<file path="src/logic/spims_pkg.sv">
// Purpose: constants shared by the byte-wide spi master/slave core
// Assumes: 200 MHz peripheral clock
// Notes: sck divider fixed; data mode 0, msb first
package spims_pkg;
  localparam int unsigned SPIMS_BITS = 8;           // bits per transfer
  localparam logic [3:0] SPIMS_BIT_LAST = 4'h8;     // bit count at byte end
  localparam logic [3:0] SPIMS_HALF_DIV = 4'h4;     // clocks per sck half period
  localparam logic [7:0] SPIMS_DATA_RST = 8'h00;    // shift and buffer reset value
  localparam logic [1:0] SPIMS_SYNC_RST = 2'h3;     // synchroniser idle (pins high)
  typedef enum logic [1:0] {
    SPIMS_IDLE = 2'b00,
    SPIMS_LOW = 2'b01,
    SPIMS_HIGH = 2'b10,
    SPIMS_DONE = 2'b11
  } spims_state_type;
endpackage

</file>
<file path="src/logic/spims_core.sv">
// Purpose: spi master/slave core with normal and buffered operation
// Assumes: single clock; pin inputs asynchronous; software drives control ports
// Notes: all state kept in one struct, registered in a single process
`timescale 1ns/1ps
`default_nettype none
module spims_core
  import spims_pkg::*;
(
  // clock and reset
  input wire logic i_clk,
  input wire logic i_nrst,
  // configuration
  input wire logic i_enable,
  input wire logic i_master_set,         // pulse: software sets master bit
  input wire logic i_select_pin_disable,
  input wire logic i_select_pin_is_output,
  input wire logic i_miso_is_output,
  input wire logic i_buffered_mode_enable,
  input wire logic i_wait_for_receive_select,
  input wire logic i_transfer_done_irq_enable,
  input wire logic i_all_sent_irq_enable,
  input wire logic i_rx_complete_irq_enable,
  input wire logic i_tx_empty_irq_enable,
  // data access
  input wire logic i_data_write,
  input wire logic [7:0] i_data_wdata,
  input wire logic i_data_read,
  input wire logic [3:0] i_flag_clear,   // pulses: done, collision, all sent, rx
  // pins
  input wire logic i_select_n,
  input wire logic i_sck,
  input wire logic i_mosi,
  input wire logic i_miso,
  output logic o_sck,
  output logic o_sck_oe,
  output logic o_mosi,
  output logic o_mosi_oe,
  output logic o_miso,
  output logic o_miso_oe,
  // status
  output logic o_master,
  output logic [7:0] o_data_rdata,
  output logic o_transfer_done_flag,
  output logic o_write_collision_flag,
  output logic o_tx_buffer_empty_flag,
  output logic o_receive_complete_flag,
  output logic o_all_sent_flag,
  output logic o_irq
);

  // whole state of the core
  typedef struct packed {
    logic [1:0] ss_sync;      // select synchroniser
    logic [1:0] sck_sync;     // sck synchroniser
    logic [1:0] mosi_sync;    // mosi synchroniser
    logic [1:0] miso_sync;    // miso synchroniser, selected only after both stages
    logic ss_prev;            // last synced select
    logic sck_prev;           // last synced sck
    logic master;             // master bit
    spims_state_type state;   // transfer state
    logic [3:0] div;          // sck half-period count
    logic [3:0] bits;         // bits shifted
    logic [7:0] shift;        // shift register
    logic in_bit;             // sampled input bit
    logic [7:0] tx_buf;       // transmit buffer
    logic tx_full;            // tx buffer holds data
    logic [7:0] rx0;          // first receive buffer
    logic [7:0] rx1;          // second receive buffer
    logic [1:0] rx_count;     // fifo fill
    logic done_f;             // transfer done flag
    logic wcol_f;             // write collision flag
    logic rxc_f;              // receive complete flag
    logic txc_f;              // all sent flag
    logic rxc_pend;           // delays rx flag one cycle
    logic txc_pend;           // delays all sent flag one more
    logic preload;            // slave buffered: move buffer next cycle
    logic sck_out;            // master sck drive
    logic miso_oe;            // registered miso enable
    logic irq;                // registered request
  } spims_regs_type;

  spims_regs_type r_reg;
  spims_regs_type r_next;

  // buffered-mode empty flag is derived from buffer fill
  function automatic logic spims_tx_empty(input spims_regs_type s);
    spims_tx_empty = !s.tx_full;
  endfunction

  // next-state logic
  always_comb begin
    logic ss_n;
    logic sck_s;
    logic sck_rise;
    logic sck_fall;
    logic busy;
    logic byte_end;
    logic sel_low;
    logic [7:0] rx_byte;
    ss_n = 1'b1;
    sck_s = 1'b0;
    sck_rise = 1'b0;
    sck_fall = 1'b0;
    busy = 1'b0;
    byte_end = 1'b0;
    sel_low = 1'b0;
    rx_byte = SPIMS_DATA_RST;
    r_next = r_reg;
    // synchronisers: first stage feeds only the second
    r_next.ss_sync = {r_reg.ss_sync[0], i_select_n};
    r_next.sck_sync = {r_reg.sck_sync[0], i_sck};
    r_next.mosi_sync = {r_reg.mosi_sync[0], i_mosi}; // slave data in
    r_next.miso_sync = {r_reg.miso_sync[0], i_miso}; // master data in
    ss_n = r_reg.ss_sync[1];
    sck_s = r_reg.sck_sync[1];
    r_next.ss_prev = ss_n;
    r_next.sck_prev = sck_s;
    sck_rise = sck_s && !r_reg.sck_prev;
    sck_fall = !sck_s && r_reg.sck_prev;
    busy = (r_reg.state != SPIMS_IDLE);
    // software clears, applied before hardware sets so sets win
    if (i_flag_clear[0]) r_next.done_f = 1'b0;
    if (i_flag_clear[1]) r_next.wcol_f = 1'b0;
    if (i_flag_clear[2]) r_next.txc_f = 1'b0;
    if (i_flag_clear[3]) r_next.rxc_f = 1'b0;
    if (i_master_set) r_next.master = 1'b1;
    // delayed flag pipeline for buffered mode
    r_next.rxc_pend = 1'b0;
    r_next.txc_pend = 1'b0;
    if (r_reg.rxc_pend) begin
      r_next.rxc_f = 1'b1;
      r_next.txc_pend = !r_reg.tx_full;
    end
    if (r_reg.txc_pend && !r_reg.tx_full && !busy) begin
      r_next.txc_f = 1'b1;
    end
    // reading pops the fifo in buffered mode
    if (i_data_read && i_buffered_mode_enable && r_reg.rx_count != 2'h0) begin
      r_next.rx0 = r_reg.rx1;
      r_next.rx_count = r_reg.rx_count - 2'h1;
      if (r_reg.rx_count == 2'h1) r_next.rxc_f = 1'b0;
    end
    // data writes
    if (i_data_write && i_enable) begin
      if (i_buffered_mode_enable) begin
        if (!r_reg.tx_full) begin
          if (r_reg.master && !busy) begin
            r_next.shift = i_data_wdata; // first write sent at once
            r_next.state = SPIMS_LOW;
            r_next.div = 4'h0;
            r_next.bits = 4'h0;
          end else begin
            r_next.tx_buf = i_data_wdata;
            r_next.tx_full = 1'b1;
            r_next.txc_f = 1'b0;
            // deselected slave pulls buffer in next cycle when not waiting
            r_next.preload = !r_reg.master && ss_n && !i_wait_for_receive_select;
          end
        end
        // write while buffer full is lost, as the flag already warns
      end else if (busy) begin
        r_next.wcol_f = 1'b1; // shift register left unchanged
      end else begin
        r_next.shift = i_data_wdata; // buffer unused
        if (r_reg.master) begin
          r_next.state = SPIMS_LOW;
          r_next.div = 4'h0;
          r_next.bits = 4'h0;
        end
      end
    end
    if (r_reg.preload && r_reg.tx_full && !busy) begin
      r_next.shift = r_reg.tx_buf;
      r_next.tx_full = 1'b0;
      r_next.preload = 1'b0;
    end
    // multi-master fallback
    sel_low = !ss_n;
    if (r_reg.master && i_enable && !i_select_pin_disable && !i_select_pin_is_output
        && sel_low) begin
      r_next.master = 1'b0;
      r_next.done_f = 1'b1;
      r_next.state = SPIMS_IDLE;
      r_next.sck_out = 1'b0;
    end else if (r_reg.master && i_enable) begin
      // master shifter: mode 0, msb first
      r_next.div = r_reg.div + 4'h1;
      case (r_reg.state)
        SPIMS_IDLE: begin
          r_next.div = 4'h0;
        end
        SPIMS_LOW: begin
          if (r_reg.div == SPIMS_HALF_DIV - 4'h1) begin
            r_next.div = 4'h0;
            r_next.sck_out = 1'b1;
            r_next.in_bit = r_reg.miso_sync[1];
            r_next.state = SPIMS_HIGH;
          end
        end
        SPIMS_HIGH: begin
          if (r_reg.div == SPIMS_HALF_DIV - 4'h1) begin
            r_next.div = 4'h0;
            r_next.sck_out = 1'b0;
            r_next.shift = {r_reg.shift[6:0], r_reg.in_bit};
            r_next.bits = r_reg.bits + 4'h1;
            r_next.state = (r_reg.bits + 4'h1 == SPIMS_BIT_LAST) ? SPIMS_DONE : SPIMS_LOW;
          end
        end
        SPIMS_DONE: begin
          byte_end = 1'b1; // eight bits out
          r_next.state = SPIMS_IDLE;
        end
        default: begin
          r_next.state = SPIMS_IDLE;
        end
      endcase
    end else if (!r_reg.master && i_enable) begin
      // slave shifter, clocked by synced sck edges
      r_next.sck_out = 1'b0;
      if (ss_n) begin
        if (!r_reg.ss_prev) begin
          r_next.bits = 4'h0; // rising select resets, partial byte dropped
        end
        r_next.state = SPIMS_IDLE;
      end else begin
        case (r_reg.state)
          SPIMS_IDLE: begin
            r_next.bits = 4'h0;
            if (sck_rise) begin
              r_next.in_bit = r_reg.mosi_sync[1];
              r_next.state = SPIMS_HIGH;
            end
          end
          SPIMS_LOW: begin
            if (sck_rise) begin
              r_next.in_bit = r_reg.mosi_sync[1];
              r_next.state = SPIMS_HIGH;
            end
          end
          SPIMS_HIGH: begin
            if (sck_fall) begin
              r_next.shift = {r_reg.shift[6:0], r_reg.in_bit};
              r_next.bits = r_reg.bits + 4'h1;
              r_next.state = (r_reg.bits + 4'h1 == SPIMS_BIT_LAST) ? SPIMS_DONE : SPIMS_LOW;
            end
          end
          SPIMS_DONE: begin
            byte_end = 1'b1;
            r_next.state = SPIMS_IDLE;
          end
          default: begin
            r_next.state = SPIMS_IDLE;
          end
        endcase
      end
    end else begin
      r_next.state = SPIMS_IDLE;
      r_next.sck_out = 1'b0;
    end
    // end of byte: store received data; buffered mode reloads a held byte
    if (byte_end) begin
      rx_byte = r_reg.shift;
      if (i_buffered_mode_enable) begin
        if (r_reg.rx_count == 2'h0) begin
          r_next.rx0 = rx_byte;
          r_next.rx_count = 2'h1;
        end else begin
          r_next.rx1 = rx_byte; // third unread byte overwrites newest
          r_next.rx_count = 2'h2;
        end
        r_next.rxc_pend = 1'b1;
        if (r_reg.tx_full) begin
          r_next.shift = r_reg.tx_buf;
          r_next.tx_full = 1'b0;
          if (r_reg.master) begin
            r_next.state = SPIMS_LOW; // held byte follows
            r_next.div = 4'h0;
            r_next.bits = 4'h0;
          end
        end
      end else begin
        r_next.rx0 = rx_byte; // unread byte overwritten
        r_next.done_f = 1'b1;
      end
    end
    // miso drive only in selected slave with output direction
    // next master bit used so miso never drives in the cycle master is set
    r_next.miso_oe = !r_next.master && i_enable && !ss_n && i_miso_is_output;
    // one request line from enabled flags
    r_next.irq = (r_next.done_f && i_transfer_done_irq_enable)
      || (r_next.txc_f && i_all_sent_irq_enable)
      || (r_next.rxc_f && i_rx_complete_irq_enable)
      || (!r_next.tx_full && i_buffered_mode_enable && i_tx_empty_irq_enable);
  end

  // state register
  always_ff @(posedge i_clk or negedge i_nrst) begin
    if (!i_nrst) begin
      r_reg <= '0;
      r_reg.ss_sync <= SPIMS_SYNC_RST;
      r_reg.ss_prev <= 1'b1;
      r_reg.state <= SPIMS_IDLE;
    end else begin
      r_reg <= r_next;
    end
  end

  // outputs straight from flops
  assign o_sck = r_reg.sck_out;
  assign o_sck_oe = r_reg.master;
  assign o_mosi = r_reg.shift[7];
  assign o_mosi_oe = r_reg.master;
  assign o_miso = r_reg.shift[7];
  assign o_miso_oe = r_reg.miso_oe;
  assign o_master = r_reg.master;
  assign o_data_rdata = r_reg.rx0;
  assign o_transfer_done_flag = r_reg.done_f;
  assign o_write_collision_flag = r_reg.wcol_f;
  assign o_tx_buffer_empty_flag = spims_tx_empty(r_reg);
  assign o_receive_complete_flag = r_reg.rxc_f;
  assign o_all_sent_flag = r_reg.txc_f;
  assign o_irq = r_reg.irq;

endmodule
`default_nettype wire

</file>
<file path="config.mk">
export PLATFORM = sky130hd
export DESIGN_NAME = spims_core
export DESIGN_NICKNAME = d
export VERILOG_FILES = /design/src/logic/spims_pkg.sv /design/src/logic/spims_core.sv
export SDC_FILE = /design/constraint.sdc
export NUM_CORES = 1
export LEC_CHECK = 0
export BUFFER_PORTS_ARGS = -buffer_cell sky130_fd_sc_hd__buf_4
export CORE_MARGIN = 2
export CORE_UTILIZATION = 62
export CTS_CLUSTER_SIZE = 30
export DETAILED_ROUTE_END_ITERATION = 7
export PLACE_DENSITY = 0.85
export SLEW_MARGIN = 25
export SYNTH_ARGS = -nofsm -noshare
export SYNTH_HDL_FRONTEND = slang
export SYNTH_SLANG_ARGS = --single-unit
</file>
<file path="constraint.sdc">
create_clock -name i_clk -period 5.51 [get_ports i_clk]
set_input_delay 0.8265 -clock i_clk [delete_from_list [all_inputs] [get_ports i_clk]]
set_output_delay 0.8265 -clock i_clk [all_outputs]
set_load 0.005 [all_outputs]
</file>
[After elaboration in Yosys (flattened, before gate mapping)]
Index checks and enable logic that the tools add are counted.
Storage, ports and cells
  output and inout port bits: 21
  input port bits: 31
  word-level logic and storage cells: 192
  register bits: 67
Cells by class
  mux-type cells: 90
  bitwise logic cells: 4
  reduce and logical (&&, ||, !) cells: 54
  add/sub/neg operators: 3
  eq/ne operators: 14
Operators by type and width (number)
  $mux W18: 9
  $mux W8: 6
  $mux W1: 47
  $mux W10: 3
  $mux W13: 2
  $logic_and A1 B1 Y1: 25
  $mux W12: 2
  $mux W20: 1
  $mux W2: 9
  $mux W17: 1
  $reduce_bool A2 Y1: 7
  $mux W4: 3
  $pmux W2 S3: 2
  $pmux W4 S3: 1
  $logic_not A1 Y1: 11
  $ne A2 B1 Y1 const B: 5
  $mux W9: 1
  $add A4 B1 Y4 const B: 2
  $ne A4 B4 Y1 const B: 2
  $pmux W4 S2: 1
  $reduce_and A4 Y1: 2
  $reduce_and A7 Y1: 1
  $mux W6: 1
  $reduce_and A3 Y1: 2
  other kinds (11): 19

[Logic depth before layout (Yosys ltp)]
  word-level depth: 18
  gate-level depth with buffers: 8
  depth with buffers taken out: 7

[Worst setup path after synthesis]
No wires, ideal clock.
  kind: input-to-reg
  start: input i_select_pin_disable
  end: register r_reg, in the netlist o_irq
  slack: 3.295 ns
  buffers on the path: 0
  arrival: 2.081 ns
  data required time: 5.376 ns
  setup time: 0.134 ns
  stages: 5
  cell sequence: or4b_1 -> nand3_2 -> o221ai_2 -> a222oi_1 -> o21ai_1
RTL lines
  from (decl): RTL line spims_core.sv:15  | input wire logic i_select_pin_disable,
  to (signal assigned): RTL line spims_core.sv:304  | r_reg <= r_next;
  to (decl): RTL line spims_core.sv:82  | spims_regs_type r_reg;

==> impl_metrics.py <==
metrics = {
    "finish": {
        "diodes": 0,
        "largest_register_ffs": 44,
        "nFillCells": 403,
        "stdcell_area_um2": 4180,
        "drive_gt1_share_pct": 26.5,
        "finalNetCount": 426,
        "syn_to_final_growth_pct": 15.9,
    },
    "setup_path": {
        "path_class": "register to register",
        "critical_path_arrival_ps": 2810,
        "start_kind": "register",
        "worstSetupEndpointType": "register",
        "cp_max_fo": 11,
        "cp.required_ps": 5790,
    },
    "global_routing": {
        "busiest_layer": "met2",
        "grt_max_degree": 68,
        "grt_use_total_pct": 29.3,
        "gr-usage-met2_pct": 46.2,
        "grtUsageMet3_pct": 5.96,
        "grt_pass1_vias": 2928,
        "grt_util_met1_pct": 40.0,
        "grt_first_pass_wirelength_um": 14200,
        "antenna_found_initial": 0,
        "grt_overflow_total": 0,
    },
    "cts": {
        "tritoncts": "built",
        "clk_pin_slew_ps": 80,
        "cts_buffer_depth": 2,
        "cts.sinks": 67,
        "cts_setup_buffers": 0,
        "insertion_delay_ps": 350,
        "htreeDepth": 3,
        "root_buffer": "clkbuf_8",
        "cts-resized-gates": 0,
        "cts_hold_buf": 0,
        "cts_buffers": 9,
    },
    "synthesis": {
        "syn_inst": 343,
        "yosysWarnings": 0,
        "ys_seq_elements": 67,
        "synth_nets": 385,
        "synth_edf_count": 0,
        "netlist_area_um2": 3610,
        "yosysSeqAreaShare_pct": 46.6,
        "yosysUniqueCellTypes": 66,
        "avgSynthCellArea_um2": 10.5,
        "synth_flop_cell": "dfrtp_1",
        "ys_async_sr_fraction_pct": 100,
    },
    "timing": {
        "post-route-period-util_pct": 46.0,
        "min_period_ps": 2530,
        "finalHoldViolations": 0,
        "fin_skew_ps": 12.7,
        "worst_slew_pin_slew_ps": 830,
        "fmax_mhz": 395,
        "finalSetupViolations": 0,
        "maxSlewHeadroom_pct": 44.7,
        "hold_ws_ps": 354,
        "rsz0062_at_grt": "no",
        "tns_ps": 0,
        "maxSlewViolCount": 0,
    },
    "route": {
        "wl_per_cell_um": 18.3,
        "wl_um": 8420,
        "num_vias": 2938,
        "ant_nets": 0,
        "viasPerCell": 6.37,
        "drc": 0,
        "drt_first_pass_iters": 5,
        "drt-initial-drc-count": 360,
    },
    "placed_design": {
        "post_dp_cell_area_um2": 3940,
        "place_hpwl_um": 5620,
        "globalplace.congestion": 0.930,
        "port_buffers": 51,
    },
    "die": {
        "fp.dieH_um": 80.3,
        "start_util_pct": 64.7,
        "die-width_um": 80.3,
        "die_area_um2": 6440,
        "boundaryPins": 52,
        "rows": 27,
        "core_um2": 5570,
    },
    "outcome": {
        "status": "complete, no violations",
    },
    "power_and_ir_drop": {
        "p_leak_nw": 1.94,
        "ir_drop_v": 0.000262,
        "powerDensity_nw_per_um2": 347,
    },
    "job": {
        "drv_cap": 0,
    },
    "hold_path": {
        "hold_path.class": "register to register",
    },
}
## layout by cell type, fill, tap and decap left out, drive strengths merged, types with 3 or more instances in the layout
cell,count
dfrtp,64
buf,51
nand2,31
a21oi,21
o21ai,20
mux2,19
nor2,18
mux2i,17
inv,13
ha,11
clkbuf,11
o22a,10
nor3,10
nand3,9
a2bb2oi,8
nor2b,4
nand2b,4
o21a,4
and2,3
a211oi,3
a22o,3
a31oi,3
a21boi,3
dfstp,3
## cell families after synthesis
logic type	Yosys count	synth area share, %
flip-flops	67	46.6
AND/OR/NAND/NOR	94	13.6
multiplexers	36	10.7
AO/OA/AOI/OAI	101	20.2
buffers and inverters	34	5.14
adder cells (fa/ha/maj)	11	3.82
## critical path, cell delays in order (launching register included)
cell      delay, ps
dfrtp_1         450
inv_1           140
ha_1            410
and4bb_2        380
mux2_2          200
nand2_1         230
a21oi_2         440
o22a_1          200
## final cells by class
class | count | area [µm²] | share of cell area (%)
clock buffers | 11 | 151 | 3.62
clock inverters | 5 | 83.8 | 2.01
flip-flops and latches | 67 | 1680 | 40.2
multi-input cells | 242 | 1740 | 41.7
well taps | 72 | 90.1 | 2.16
repair buffers | 51 | 383 | 9.16
inverters | 13 | 48.8 | 1.17
## report_power, final
group	switching (W)	leakage (nW)	total [W]	internal, W
registers	0.0000928	0.860	0.000666	0.000573
logic	0.000145	0.972	0.000310	0.000165
clock network	0.000195	0.112	0.000476	0.000281
total	0.000433	1.94	0.00145	0.00102
## layer usage
metal	routed length, µm	part of all wire, %
met2	4060	48
met1	3600	43
met5	0	0
met4	191	2.3
met3	559	6.6
## Yosys cell counts, types with 2 or more instances
library cell	n	share of area [%]
o32ai_1	2	0.49
nand2b_1	4	0.69
nor2_1	17	1.8
nor3_1	8	1.1
nor3b_1	2	0.42
nand3_1	8	1.1
nand2_1	31	3.2
clkbuf_1	3	0.31
dfstp_2	3	2.2
nor3_2	2	0.56
inv_1	12	1.2
nor2b_1	4	0.69
a21oi_2	3	0.73
o31ai_1	2	0.42
ha_1	11	3.8
mux2_2	19	5.9
mux2i_1	17	4.7
o22a_1	10	2.4
a32oi_1	2	0.49
and3b_1	2	0.49
o21a_1	4	0.83
nand4_1	2	0.35
buf_4	12	2.5
dfrtp_1	64	44
buf_2	4	0.56
a2bb2oi_1	8	1.9
and2_1	3	0.52
a211oi_1	3	0.62
a22o_1	3	0.73
o21bai_1	2	0.42
o21ai_0	19	2.6
a21oi_1	18	2.5
a21boi_0	3	0.62
a31oi_1	3	0.52
a32o_1	2	0.56
## final timing paths
path,startpoint,slack [ps],depth (start not counted),endpoint
setup / recovery,r_reg[54],2980,7,r_reg[42]
hold / removal,r_next[60],350,0,r_reg[60]
setup reg to reg,r_reg[54],2980,7,r_reg[42]
hold reg to reg,r_next[60],350,0,r_reg[60]
max in group asynchronous,i_nrst,4380,1,r_next[57]
min in group asynchronous,i_nrst,560,1,r_reg[54]
## stage by stage
stage | worst slack (ps) | power [W] | std cells | util, %
after floorplan | 3300 | 0.000862 | 343 | -
after global placement | 3020 | 0.000953 | 445 | 70.7
after detailed placement | 2960 | 0.000972 | 445 | 70.7
after CTS | 2990 | 0.00145 | 461 | 74.9
after global routing | 2830 | 0.00152 | 461 | 75.0
final | 2980 | 0.00145 | 461 | 75.0
(Power assumes the default switching activity.)
